## config.mk

```make
export PLATFORM = sky130hd
export DESIGN_NAME = irsd_decoder
export DESIGN_NICKNAME = d
export VERILOG_FILES = /design/src/shared/irsd_pkg.sv /design/src/logic/irsd_decoder.sv /design/src/logic/irsd_w1c_flags.sv /design/src/logic/irsd_reg_store.sv
export SDC_FILE = /design/constraint.sdc
export NUM_CORES = 2
export LEC_CHECK = 0
export ABC_AREA = 1
export BUFFER_PORTS_ARGS = -buffer_cell sky130_fd_sc_hd__clkbuf_2
export CAP_MARGIN = 10
export CORE_ASPECT_RATIO = 1.5
export CORE_MARGIN = 4
export CORE_UTILIZATION = 50
export CTS_BUF_LIST = sky130_fd_sc_hd__clkbuf_4
export DETAILED_ROUTE_END_ITERATION = 10
export PLACE_DENSITY = 0.74
export RECOVER_POWER = 50
export SYNTH_ARGS = -nofsm -noshare
export SYNTH_HDL_FRONTEND = slang
export SYNTH_SLANG_ARGS = --single-unit
```

## constraint.sdc

```tcl
create_clock -name clock -period 6.8 [get_ports clock]
set_input_delay 1.36 -clock clock [delete_from_list [all_inputs] [get_ports clock]]
set_output_delay 1.36 -clock clock [all_outputs]
set_load 0.01 [all_outputs]
```

## src/shared/irsd_pkg.sv

```systemverilog
// package: constants, types and helpers for the i/o register space decoder
package irsd_pkg;

	// ==========================================================
	// address space layout
	localparam logic [7:0] IO_TO_DATA_OFS = 8'h20; // data address = i/o address + this
	localparam logic [7:0] BIT_IO_LAST = 8'h1f; // last bit-accessible i/o address
	localparam logic [7:0] IO_LAST = 8'h3f; // last i/o address of port instructions
	localparam logic [7:0] EXT_FIRST = 8'h60; // first extended data address
	localparam logic [7:0] EXT_LAST = 8'hff; // last extended data address
	localparam logic [7:0] MEM_FIRST = 8'h40; // first data address backed by the store
	localparam int IO_LOCATIONS = 64; // locations reachable by port instructions
	localparam int MEM_DEPTH = 192; // data 0x40..0xff

	// ==========================================================
	// i/o offsets of the local registers
	localparam logic [7:0] OFS_PB_PIN = 8'h03;
	localparam logic [7:0] OFS_PB_DIR = 8'h04;
	localparam logic [7:0] OFS_PB_OUT = 8'h05;
	localparam logic [7:0] OFS_PC_PIN = 8'h06;
	localparam logic [7:0] OFS_PC_DIR = 8'h07;
	localparam logic [7:0] OFS_PC_OUT = 8'h08;
	localparam logic [7:0] OFS_PD_PIN = 8'h09;
	localparam logic [7:0] OFS_PD_DIR = 8'h0a;
	localparam logic [7:0] OFS_PD_OUT = 8'h0b;
	localparam logic [7:0] OFS_TMR0_FLAGS = 8'h15;
	localparam logic [7:0] OFS_TMR1_FLAGS = 8'h16;
	localparam logic [7:0] OFS_TMR2_FLAGS = 8'h17;
	localparam logic [7:0] OFS_PCG_FLAGS = 8'h1b;
	localparam logic [7:0] OFS_SCRATCH0 = 8'h1e;
	localparam logic [7:0] OFS_NVS_CTRL = 8'h1f;

	// ==========================================================
	// implemented-bit masks and reset values
	localparam logic [7:0] MASK_FULL = 8'hff;
	localparam logic [7:0] MASK_PORT_C = 8'h7f;
	localparam logic [7:0] MASK_TMR0 = 8'h07;
	localparam logic [7:0] MASK_TMR1 = 8'h27;
	localparam logic [7:0] MASK_TMR2 = 8'h07;
	localparam logic [7:0] MASK_PCG = 8'h07;
	localparam logic [7:0] MASK_NVS_CTRL = 8'h3f;
	localparam logic [7:0] RST_ZERO = 8'h00;

	// ==========================================================
	// access kinds issued by the core
	typedef enum logic [2:0] {
		IRSD_OP_IO_READ = 3'b000, // port read
		IRSD_OP_IO_WRITE = 3'b001, // port write
		IRSD_OP_BIT_SET = 3'b010, // set_io_bit_instr
		IRSD_OP_BIT_CLEAR = 3'b011, // clear_io_bit_instr
		IRSD_OP_SKIP_ONE = 3'b100, // skip_if_io_bit_one
		IRSD_OP_SKIP_ZERO = 3'b101, // skip_if_io_bit_zero
		IRSD_OP_DATA_LOAD = 3'b110, // indirect/direct/displaced load
		IRSD_OP_DATA_STORE = 3'b111 // indirect/direct/displaced store
	} irsd_op_t;

	typedef struct packed {
		logic valid;
		irsd_op_t op;
		logic [7:0] addr;
		logic [2:0] bit_sel;
		logic [7:0] wdata;
	} irsd_req_t;

	typedef struct packed {
		logic valid;
		logic [7:0] rdata;
		logic skip;
		logic refused;
	} irsd_resp_t;

	typedef struct packed {
		logic [7:0] dir;
		logic [7:0] out;
	} irsd_port_t;

	// ==========================================================
	// implemented data addresses in 0x40..0xff; all others are reserved
	function automatic logic mem_implemented(input logic [7:0] a);
		case (a) inside
			[8'h40:8'h48], [8'h4a:8'h4e], 8'h50, [8'h53:8'h55], 8'h57,
			[8'h5d:8'h5f], 8'h60, 8'h61, 8'h64, 8'h66, 8'h68, 8'h69,
			[8'h6b:8'h70], [8'h78:8'h7c], [8'h7e:8'h82], [8'h84:8'h8b],
			[8'hb0:8'hb4], 8'hb6, [8'hb8:8'hbd], [8'hc0:8'hc2],
			[8'hc4:8'hc6]: mem_implemented = 1'b1;
			default: mem_implemented = 1'b0;
		endcase
	endfunction

endpackage

```

## src/logic/irsd_decoder.sv

```systemverilog
// module: i/o register space decoder and local register bank
`timescale 1ns/1ns
module irsd_decoder (
	input wire logic clock,
	input wire logic rst_b,
	input irsd_pkg::irsd_req_t req,
	input wire logic [7:0] pin_b,
	input wire logic [7:0] pin_c,
	input wire logic [7:0] pin_d,
	input wire logic [7:0] tmr0_evt,
	input wire logic [7:0] tmr1_evt,
	input wire logic [7:0] tmr2_evt,
	input wire logic [7:0] pcg_evt,
	output irsd_pkg::irsd_resp_t resp_reg,
	output irsd_pkg::irsd_port_t port_b_reg,
	output irsd_pkg::irsd_port_t port_c_reg,
	output irsd_pkg::irsd_port_t port_d_reg,
	output logic [7:0] timer0_flags,
	output logic [7:0] timer1_flags,
	output logic [7:0] timer2_flags,
	output logic [7:0] pcg_flags,
	output logic [7:0] scratch0_reg,
	output logic [7:0] nvs_ctrl_reg
);

	// ==========================================================
	// helpers
	function automatic logic is_io_op(input irsd_pkg::irsd_op_t op);
		is_io_op = (op != irsd_pkg::IRSD_OP_DATA_LOAD) && (op != irsd_pkg::IRSD_OP_DATA_STORE);
	endfunction

	function automatic logic is_bit_op(input irsd_pkg::irsd_op_t op);
		is_bit_op = (op == irsd_pkg::IRSD_OP_BIT_SET) || (op == irsd_pkg::IRSD_OP_BIT_CLEAR) ||
			(op == irsd_pkg::IRSD_OP_SKIP_ONE) || (op == irsd_pkg::IRSD_OP_SKIP_ZERO);
	endfunction

	function automatic logic is_write_op(input irsd_pkg::irsd_op_t op);
		is_write_op = (op == irsd_pkg::IRSD_OP_IO_WRITE) || (op == irsd_pkg::IRSD_OP_DATA_STORE) ||
			(op == irsd_pkg::IRSD_OP_BIT_SET) || (op == irsd_pkg::IRSD_OP_BIT_CLEAR);
	endfunction

	function automatic logic [7:0] onehot(input logic [2:0] b);
		onehot = 8'h01 << b;
	endfunction

	// new value of a plain read/write register; bit ops touch one bit only
	function automatic logic [7:0] rw_update(input logic [7:0] old, input irsd_pkg::irsd_op_t op,
		input logic [2:0] b, input logic [7:0] wd, input logic [7:0] mask);
		case (op)
			irsd_pkg::IRSD_OP_BIT_SET: rw_update = (old | onehot(b)) & mask;
			irsd_pkg::IRSD_OP_BIT_CLEAR: rw_update = old & ~onehot(b) & mask;
			default: rw_update = wd & mask;
		endcase
	endfunction

	// ==========================================================
	// decode
	logic [7:0] data_addr;
	logic [7:0] io_idx;
	logic local_hit;
	logic local_mapped;
	logic mem_hit;
	logic refused;
	logic wr_ok;
	logic mem_wr_en;
	logic [7:0] mem_idx;
	logic [7:0] local_rd;
	logic [7:0] w1c_mask;
	logic [7:0] pb_lvl_reg;
	logic [7:0] pc_lvl_reg;
	logic [7:0] pd_lvl_reg;

	// map port addresses into data space, then classify the target
	always_comb begin
		data_addr = is_io_op(req.op) ? 8'(req.addr + irsd_pkg::IO_TO_DATA_OFS) : req.addr;
		io_idx = 8'(data_addr - irsd_pkg::IO_TO_DATA_OFS);
		local_hit = (data_addr >= irsd_pkg::IO_TO_DATA_OFS) && (data_addr < irsd_pkg::MEM_FIRST);
		mem_hit = data_addr >= irsd_pkg::MEM_FIRST; // extended part is reached by loads/stores only
		mem_idx = 8'(data_addr - irsd_pkg::MEM_FIRST);
		refused = 1'b0;
		if (is_io_op(req.op) && (req.addr > irsd_pkg::IO_LAST)) begin
			refused = 1'b1;
		end
		if (is_bit_op(req.op) && (req.addr > irsd_pkg::BIT_IO_LAST)) begin
			refused = 1'b1;
		end
		if (!is_io_op(req.op) && (data_addr < irsd_pkg::IO_TO_DATA_OFS)) begin
			refused = 1'b1;
		end
		if (is_write_op(req.op) && local_hit && !local_mapped) begin
			refused = 1'b1;
		end
		if (is_write_op(req.op) && mem_hit && !irsd_pkg::mem_implemented(data_addr)) begin
			refused = 1'b1;
		end
		wr_ok = req.valid && is_write_op(req.op) && !refused;
		mem_wr_en = wr_ok && mem_hit;
	end

	// local read mux; reserved locations and bits read zero
	always_comb begin
		local_mapped = 1'b1;
		case (io_idx)
			irsd_pkg::OFS_PB_PIN: local_rd = pb_lvl_reg;
			irsd_pkg::OFS_PB_DIR: local_rd = port_b_reg.dir;
			irsd_pkg::OFS_PB_OUT: local_rd = port_b_reg.out;
			irsd_pkg::OFS_PC_PIN: local_rd = pc_lvl_reg;
			irsd_pkg::OFS_PC_DIR: local_rd = port_c_reg.dir;
			irsd_pkg::OFS_PC_OUT: local_rd = port_c_reg.out;
			irsd_pkg::OFS_PD_PIN: local_rd = pd_lvl_reg;
			irsd_pkg::OFS_PD_DIR: local_rd = port_d_reg.dir;
			irsd_pkg::OFS_PD_OUT: local_rd = port_d_reg.out;
			irsd_pkg::OFS_TMR0_FLAGS: local_rd = timer0_flags;
			irsd_pkg::OFS_TMR1_FLAGS: local_rd = timer1_flags;
			irsd_pkg::OFS_TMR2_FLAGS: local_rd = timer2_flags;
			irsd_pkg::OFS_PCG_FLAGS: local_rd = pcg_flags;
			irsd_pkg::OFS_SCRATCH0: local_rd = scratch0_reg;
			irsd_pkg::OFS_NVS_CTRL: local_rd = nvs_ctrl_reg;
			default: begin
				local_rd = irsd_pkg::RST_ZERO;
				local_mapped = 1'b0;
			end
		endcase
	end

	// ones written to a flag register: whole byte, or the single addressed bit
	always_comb begin
		case (req.op)
			irsd_pkg::IRSD_OP_BIT_SET: w1c_mask = onehot(req.bit_sel);
			irsd_pkg::IRSD_OP_IO_WRITE, irsd_pkg::IRSD_OP_DATA_STORE: w1c_mask = req.wdata;
			default: w1c_mask = irsd_pkg::RST_ZERO;
		endcase
	end

	// ==========================================================
	// pin level sampling

	always_ff @(posedge clock) begin
		if (!rst_b) begin
			pb_lvl_reg <= irsd_pkg::RST_ZERO;
			pc_lvl_reg <= irsd_pkg::RST_ZERO;
			pd_lvl_reg <= irsd_pkg::RST_ZERO;
		end else begin
			pb_lvl_reg <= pin_b;
			pc_lvl_reg <= pin_c & irsd_pkg::MASK_PORT_C;
			pd_lvl_reg <= pin_d;
		end
	end

	// ==========================================================
	// read/write registers
	always_ff @(posedge clock) begin
		if (!rst_b) begin
			port_b_reg <= '0;
			port_c_reg <= '0;
			port_d_reg <= '0;
			scratch0_reg <= irsd_pkg::RST_ZERO;
			nvs_ctrl_reg <= irsd_pkg::RST_ZERO;
		end else if (wr_ok && local_hit) begin
			case (io_idx)
				irsd_pkg::OFS_PB_DIR: port_b_reg.dir <= rw_update(port_b_reg.dir, req.op,
					req.bit_sel, req.wdata, irsd_pkg::MASK_FULL);
				irsd_pkg::OFS_PB_OUT: port_b_reg.out <= rw_update(port_b_reg.out, req.op,
					req.bit_sel, req.wdata, irsd_pkg::MASK_FULL);
				irsd_pkg::OFS_PC_DIR: port_c_reg.dir <= rw_update(port_c_reg.dir, req.op,
					req.bit_sel, req.wdata, irsd_pkg::MASK_PORT_C);
				irsd_pkg::OFS_PC_OUT: port_c_reg.out <= rw_update(port_c_reg.out, req.op,
					req.bit_sel, req.wdata, irsd_pkg::MASK_PORT_C);
				irsd_pkg::OFS_PD_DIR: port_d_reg.dir <= rw_update(port_d_reg.dir, req.op,
					req.bit_sel, req.wdata, irsd_pkg::MASK_FULL);
				irsd_pkg::OFS_PD_OUT: port_d_reg.out <= rw_update(port_d_reg.out, req.op,
					req.bit_sel, req.wdata, irsd_pkg::MASK_FULL);
				irsd_pkg::OFS_SCRATCH0: scratch0_reg <= rw_update(scratch0_reg, req.op,
					req.bit_sel, req.wdata, irsd_pkg::MASK_FULL);
				irsd_pkg::OFS_NVS_CTRL: nvs_ctrl_reg <= rw_update(nvs_ctrl_reg, req.op,
					req.bit_sel, req.wdata, irsd_pkg::MASK_NVS_CTRL);
				default: scratch0_reg <= scratch0_reg; // pin levels and flags handled elsewhere
			endcase
		end
	end

	// ==========================================================
	// status flag registers
	logic flag_wr;
	assign flag_wr = wr_ok && local_hit;

	irsd_w1c_flags #(.W(8), .IMPL(irsd_pkg::MASK_TMR0)) u_tmr0 (
		.clock(clock),
		.rst_b(rst_b),
		.set_pulse(tmr0_evt),
		.clr_mask((flag_wr && io_idx == irsd_pkg::OFS_TMR0_FLAGS) ? w1c_mask : irsd_pkg::RST_ZERO),
		.flags_reg(timer0_flags)
	);

	irsd_w1c_flags #(.W(8), .IMPL(irsd_pkg::MASK_TMR1)) u_tmr1 (
		.clock(clock),
		.rst_b(rst_b),
		.set_pulse(tmr1_evt),
		.clr_mask((flag_wr && io_idx == irsd_pkg::OFS_TMR1_FLAGS) ? w1c_mask : irsd_pkg::RST_ZERO),
		.flags_reg(timer1_flags)
	);

	irsd_w1c_flags #(.W(8), .IMPL(irsd_pkg::MASK_TMR2)) u_tmr2 (
		.clock(clock),
		.rst_b(rst_b),
		.set_pulse(tmr2_evt),
		.clr_mask((flag_wr && io_idx == irsd_pkg::OFS_TMR2_FLAGS) ? w1c_mask : irsd_pkg::RST_ZERO),
		.flags_reg(timer2_flags)
	);

	irsd_w1c_flags #(.W(8), .IMPL(irsd_pkg::MASK_PCG)) u_pcg (
		.clock(clock),
		.rst_b(rst_b),
		.set_pulse(pcg_evt),
		.clr_mask((flag_wr && io_idx == irsd_pkg::OFS_PCG_FLAGS) ? w1c_mask : irsd_pkg::RST_ZERO),
		.flags_reg(pcg_flags)
	);

	// ==========================================================
	// upper i/o and extended store
	logic [7:0] mem_q;

	irsd_reg_store #(.DEPTH(irsd_pkg::MEM_DEPTH), .AW(8), .DW(8)) u_store (
		.clock(clock),
		.rst_b(rst_b),
		.wr_en(mem_wr_en),
		.wr_addr(mem_idx),
		.wr_data(req.wdata),
		.rd_addr(mem_idx),
		.rd_data(mem_q)
	);

	// ==========================================================
	// answer pipeline: stage one captures the access
	logic s1_valid;
	logic s1_refused;
	logic s1_from_mem;
	logic s1_zero;
	irsd_pkg::irsd_op_t s1_op;
	logic [2:0] s1_bit;
	logic [7:0] s1_lrd;

	always_ff @(posedge clock) begin
		if (!rst_b) begin
			s1_valid <= 1'b0;
			s1_refused <= 1'b0;
			s1_from_mem <= 1'b0;
			s1_zero <= 1'b0;
			s1_op <= irsd_pkg::IRSD_OP_IO_READ;
			s1_bit <= 3'h0;
			s1_lrd <= irsd_pkg::RST_ZERO;
		end else begin
			s1_valid <= req.valid;
			s1_refused <= req.valid && refused;
			s1_from_mem <= mem_hit;
			s1_zero <= refused || (mem_hit && !irsd_pkg::mem_implemented(data_addr));
			s1_op <= req.op;
			s1_bit <= req.bit_sel;
			s1_lrd <= local_rd;
		end
	end

	// stage two: read data and skip decision
	logic [7:0] s2_rd;
	always_comb begin
		s2_rd = s1_zero ? irsd_pkg::RST_ZERO : (s1_from_mem ? mem_q : s1_lrd);
	end

	always_ff @(posedge clock) begin
		if (!rst_b) begin
			resp_reg <= '0;
		end else begin
			resp_reg.valid <= s1_valid;
			resp_reg.refused <= s1_refused;
			resp_reg.rdata <= s1_valid ? s2_rd : irsd_pkg::RST_ZERO;
			resp_reg.skip <= s1_valid && !s1_refused &&
				(((s1_op == irsd_pkg::IRSD_OP_SKIP_ONE) && s2_rd[s1_bit]) ||
				((s1_op == irsd_pkg::IRSD_OP_SKIP_ZERO) && !s2_rd[s1_bit]));
		end
	end

	irsd_pkg::irsd_req_t req_q;
	logic exp_skip;
	always_ff @(posedge clock) begin
		req_q <= req;
	end
	assign exp_skip = port_b_reg.out[req.bit_sel];
endmodule

```

## src/logic/irsd_w1c_flags.sv

```systemverilog
// module: one status flag register, hardware sets, software writes one to clear
`timescale 1ns/1ns
module irsd_w1c_flags #(
	parameter int W = 8,
	parameter logic [7:0] IMPL = 8'hff
) (
	input wire logic clock,
	input wire logic rst_b,
	input wire logic [W-1:0] set_pulse,
	input wire logic [W-1:0] clr_mask,
	output logic [W-1:0] flags_reg
);

	// ==========================================================
	// flag state: a set in the clearing cycle wins
	always_ff @(posedge clock) begin
		if (!rst_b) begin
			flags_reg <= '0;
		end else begin
			flags_reg <= ((flags_reg & ~clr_mask) | set_pulse) & IMPL[W-1:0];
		end
	end
endmodule

```

## src/logic/irsd_reg_store.sv

```systemverilog
// module: byte store behind the upper i/o and extended register locations
`timescale 1ns/1ns
module irsd_reg_store #(
	parameter int DEPTH = 192,
	parameter int AW = 8,
	parameter int DW = 8
) (
	input wire logic clock,
	input wire logic rst_b,
	input wire logic wr_en,
	input wire logic [AW-1:0] wr_addr,
	input wire logic [DW-1:0] wr_data,
	input wire logic [AW-1:0] rd_addr,
	output logic [DW-1:0] rd_data
);

	logic [DW-1:0] mem [DEPTH];

	// ==========================================================
	// write port
	always_ff @(posedge clock) begin
		if (wr_en && (int'(wr_addr) < DEPTH)) begin
			mem[wr_addr] <= wr_data;
		end
	end

	// ==========================================================
	// registered read port
	always_ff @(posedge clock) begin
		if (!rst_b) begin
			rd_data <= '0;
		end else if (int'(rd_addr) < DEPTH) begin
			rd_data <= mem[rd_addr];
		end else begin
			rd_data <= '0;
		end
	end

endmodule

```

Yosys cells after proc, flatten, opt, wreduce, memory -nomap -nowiden. Memory sizes are Yosys's and may differ from the RTL's. A register that Yosys moved wholly into a read port is not among the register bits. Cells that the tools add are included.

Word-level logic and storage cells: 220. Register bits: 126. Memories: 1. Memory bits (writable): 1536.

Memories: u_store.mem (depth 192, bits a word 8, read ports 1, clocked after memory_dff 1, write ports 1, line irsd_reg_store.sv:17) `logic [DW-1:0] mem [DEPTH];`.

Reductions and logical operators: 65. $add $sub $neg: 3. Magnitude comparators: 31. Equality and inequality tests: 34. Mux-type cells: 29. Shift operators: 1. Bitwise logic cells: 29.

Operator list (count): $pmux W8 S15 (1); $pmux W8 S2 (5); $eq A8 B7 Y1 const B (8); $ge A8 B7 Y1 const B (7); $eq A8 B5 Y1 const B (6); $le A8 B7 Y1 const B (6); $le A8 B8 Y1 const B (6); $and A8 B8 Y8 (5); $ge A8 B8 Y1 const B (5); $or A8 B8 Y8 (5); $logic_and A1 B1 Y1 (36); $eq A8 B3 Y1 const B (4); $eq A8 B4 Y1 const B (4); $pmux W7 S2 (2); $mux W8 (3); $pmux W6 S2 (2); $reduce_or A21 Y1 (1); $reduce_and A2 Y1 (10); $eq A3 B3 Y1 const B (5); $reduce_or A15 Y1 (1); $and A7 B7 Y7 (2); $or A7 B7 Y7 (2); $and A6 B6 Y6 (2); $or A6 B6 Y6 (2); 28 further kinds (62).

Logic depth before layout (Yosys ltp).
Depth after elaboration: 19. Depth in mapped cells: 25.

Cells and area by module. Synthesis repeated with hierarchy kept, for this count alone.

Cells, all modules: 6651. Area, all modules: 70680.3 um2.

By module, submodules not included: irsd_reg_store (cells each 5395, area each 63011.7 um2, instances 1); irsd_decoder (cells each 1164, area each 7024.2 um2, instances 1); irsd_w1c_flags at u_pcg ... (cells each 22, area each 153.9 um2, instances 3); irsd_w1c_flags at u_tmr1 (cells each 26, area each 182.7 um2, instances 1).

Least setup slack after synthesis. Ideal clock, no wire load.

Kind: input port to flip-flop. Start: in req[16] in the netlist's numbering. End: mem u_store.mem[115][0], enable pin. Arrival: 4578 ps. Library setup time: 383 ps. Buffers on the path: 3. Required time: 6417 ps. Stages on the path: 17. Setup slack: 1839 ps. Cell sequence: ha_1 > nand2_1 > nand2_1 > clkbuf_1 > ha_1 > clkbuf_1 > nand3_1 > nor2_1 > nor2_1 > nand3_1 > nor2_1 > nand4_1 > nand3_2 > nor3_4 > nand2_1 > clkbuf_1 > nor3_1.

Longest elaborated chain between the ends: 16. Elaborated cells on any way between the ends: 95. Classes of those cells: add/sub: 3; order compare: 30; eq/ne: 24; mux: 10; reduce/logical: 28.

RTL lines: start: declaration (line irsd_decoder.sv:6) `input irsd_pkg::irsd_req_t req,`; $add A8 B6 Y8 (line irsd_decoder.sv:75) `data_addr = is_io_op(req.op) ? 8'(req.addr + irsd_pkg::IO_TO_DATA_OFS) : req.addr;`; $mux W8 (line irsd_decoder.sv:75); $sub A8 B6 Y8 (line irsd_decoder.sv:76) `io_idx = 8'(data_addr - irsd_pkg::IO_TO_DATA_OFS);`; $eq A8 B5 Y1 (tied with other cells) (line irsd_decoder.sv:103) `case (io_idx)`; $reduce_or A15 Y1 (no line); $mux W1 (line irsd_decoder.sv:103); $logic_not A1 Y1 (line irsd_decoder.sv:90) `if (is_write_op(req.op) && local_hit && !local_mapped) begin`; $logic_and A1 B1 Y1 (line irsd_decoder.sv:90); $mux W1 (line irsd_decoder.sv:90); $mux W1 (line irsd_decoder.sv:93) `if (is_write_op(req.op) && mem_hit && !irsd_pkg::mem_implemented(data_addr)) begin`; $logic_not A1 Y1 (line irsd_decoder.sv:96) `wr_ok = req.valid && is_write_op(req.op) && !refused;`; $logic_and A1 B1 Y1 (line irsd_decoder.sv:96); $logic_and A1 B1 Y1 (line irsd_decoder.sv:97) `mem_wr_en = wr_ok && mem_hit;`; $logic_and A1 B1 Y1 (line irsd_reg_store.sv:22) `if (wr_en && (int'(wr_addr) < DEPTH)) begin`; $mux W1 (line irsd_reg_store.sv:22); $mux W1 (not written as such) (line irsd_reg_store.sv:23) `mem[wr_addr] <= wr_data;`; end: declaration (line irsd_reg_store.sv:17).

Several ways; a longest one is shown, not always the timed one.

Final worst setup path.
Start: in req[1] in the netlist's numbering. End: mem u_store.mem[133][1] (data pin).

Straight into the memory's write port.

==> reports/summary.txt <==
Status = finished with violations
Failing checks = capacitance limit, slew limit
Clock Root Buffer = clkbuf_4
Num rows = 162
Max Slew Vio Count = 1489
Crit-path slowest cell = clkbuf_1
Die W = 304.3 um
Final min period = 5.638 ns
Buf/Inv on CP = 2
H-Tree Depth = 5
Post-CTS Resized = 0
Syn_area_per_cell = 12.91 um^2
Fill cells = 10320
Dpl ws = 0.9452 ns
Crit path cell chain = clkbuf_1 > clkbuf_1
TritonCTS Buffers = 368
Worst Setup SP = req[1]
Port Buf Inserts = 144
Max FFs per register = 1536
Mapped Area = 65850 um^2
Max-Slew Margin vs Limit = -266.4%
CP Capture Point = u_store.mem[133][1]$_DFFE_PP_
Levels on crit path = 2
#FFs+latches synth = 1669
Vias in the first global route = 43970
Reg2reg end = u_store.rd_data[4]$_SDFF_PN0_
Gate Count Post-Synth = 5100
Final WS setup = 1.162 ns
Most common cell after layout, fill and taps aside = edfxtp_1
Crit path DAT = 6.16 ns
Setup bufs post-CTS = 0
Die Ht = 452.5 um
Hold crit path type = input pin to register
Critical Path Max Stage Delay = 2.37 ns
Storage cell area = 48790 um^2
Element type at the critical path start = input pin
Total Wirelength = 193200 um
Post-DP HPWL = 117800 um
CP Max Fanout = 66
Area growth syn-to-layout = 10.02%
Final worst-path cycle share = 82.91%
Async SR Flop Fraction = 0%
Drt wl/cell = 26.27 um
Maximum VDD drop = 0.0001727 V
Vias = 45150
Reg clk slew, reported paths = 0.07 ns
DRC violations left = 0
Reg-to-Reg Start = u_store.mem[184][4]$_DFFE_PP_
RSZ-0062 raised after global routing = no
Clock Latency Late Sink = 1.28 ns
PwrDens = 273.5 nW/um^2
Share of cells above drive strength 1 = 14.21%
Largest net degree at the start of global routing = 165
Deepest clock path buffer count = 4
Number of synthesized flops with an enable pin = 1536
Warnings, synthesis = 0
Placer Congestion = 1.026
Fin Hold WS = 0.2879 ns
Initial antenna violation count = 10
Starting Density = 50.53%
Total Power = 19820 uW
Top Ports = 188
Remaining antenna violation count after routing = 0
Worst EP required = 7.32 ns
Drt pass-1 iters = 9
Net count, final = 5468
GRT Total Usage = 27.23%
Hold_buf cts = 0
Core ar. = 130300 um^2
Global-route wire length before repair = 279900 um
Setup TNS = 0 ns
Library cells used by synthesis = 48
GR Overflow Total = 0
Top post-synthesis cells by area = edfxtp_1 70%, nand2_1 4.5%, a22oi_1 4.4%
Footprint of the multi-input gates = 15080 um^2
Peak Freq = 177.4 MHz
TritonCTS clock tree = built
Clk sink count = 1669
Ys flop type = edfxtp_1
Final Hold Vio Count = 0
Die area = 137700 um^2
Sequential area share after synthesis = 74.08%
Worst Tran Pin Value = 5.495 ns
CP delay by family, top = buffers and inverters
Final setup vio count = 0
FF-to-FF path depth = 8
Reg2Reg Setup Slack = 3.86 ns
Most frequent cells in the layout = 1536 x edfxtp_1, 795 x nand2_1, 511 x nand3_1
WHS Path Cells = 3
Vias/cell = 6.139
Initial DRC Count = 5628
Most frequent CP cell = clkbuf_1
Largest area contributor in the netlist = edfxtp_1
Synth top area share = 70.04%
Setup Crit Path Kind = input pin to register
# Max-Cap Violations = 18
Leakage power = 0.02399 uW
Final clock skew = 0.1037 ns
Critical Path End Type = register
Utilization after layout = 55.59%
==> power breakdown <==
group,leakage (uW),switching (uW),total (uW),internal (uW)
Clock,0.00260,3720,7310,3590
Combinational,0.00650,964,1240,280
Sequential,0.0149,23.1,11300,11200
Total,0.0240,4710,19800,15100
==> cell usage after synthesis, drive strengths merged, types with 4 or more instances <==
master and number:
a211o 4, a21oi 117, a221oi 13, a22oi 384, a31oi 325, a41oi 6, buf 74, clkbuf 280
dfxtp 133, edfxtp 1536, ha 8, inv 156, nand2 803, nand3 513, nand4 26, nor2 503
nor3 31, nor4 59, o21ai 28, o22ai 13, o31ai 20, or2 49
==> metal layers <==
layer / share of wire, % / track usage [%] / vias up / routed length, um
li1: - / - / 19780 / -
met1: 33 / 30.79 / 21720 / 63400
met3: 9.7 / 5.882 / 675 / 18670
met5: 0.017 / 0 / - / 32
met2: 49 / 45.58 / 2984 / 94940
met4: 8.4 / 20.33 / 4 / 16150
==> kinds of logic after synthesis <==
group                      Yosys count  synth area share, %
and+or+nand+nor                   1987                13.22
xor gates and xnor gates             2              0.02660
DFF                               1669                74.08
buffers and inverters              512                3.156
AOI/OAI and AO/OA                  921                9.361
other                                1             0.005694
adders and majority gates            8               0.1520
==> per-stage QoR <==
step           instance area (um^2)  cells
2_1_floorplan                 65940   5122
3_3_place_gp                  68340   6731
3_5_place_dp                  68340   6731
4_1_cts                       72680   7346
5_1_grt                       72440   7349
6_report                      72450   7355
==> how the worst min path moves through the flow <==
stage | slack, ns | end | from
finish | 0.29 | pc_lvl_reg[2]$_SDFF_PN0_ | pin_c[2]
global route | 0.22 | pc_lvl_reg[1]$_SDFF_PN0_ | pin_c[1]
CTS | 0.17 | pb_lvl_reg[5]$_SDFF_PN0_ | pin_b[5]
detailed placement | 0.43 | resp_reg[1]$_SDFF_PN0_ | s1_op[2]$_SDFF_PN0_
global placement | 0.43 | resp_reg[1]$_SDFF_PN0_ | s1_op[2]$_SDFF_PN0_
floorplan | 0.41 | resp_reg[0]$_SDFF_PN0_ | s1_refused$_SDFF_PN0_
==> final cells by class <==
type	instances	area share (%)
Antenna cell	9	0.03108
Inverter	158	0.8548
Clock inverter	107	0.7270
Sequential cell	1669	67.34
Clock buffer	508	5.264
Multi-Input combinational cell	2941	20.82
Timing Repair Buffer	241	1.995
Tap cell	1722	2.974
(Power assumes the default switching activity.)
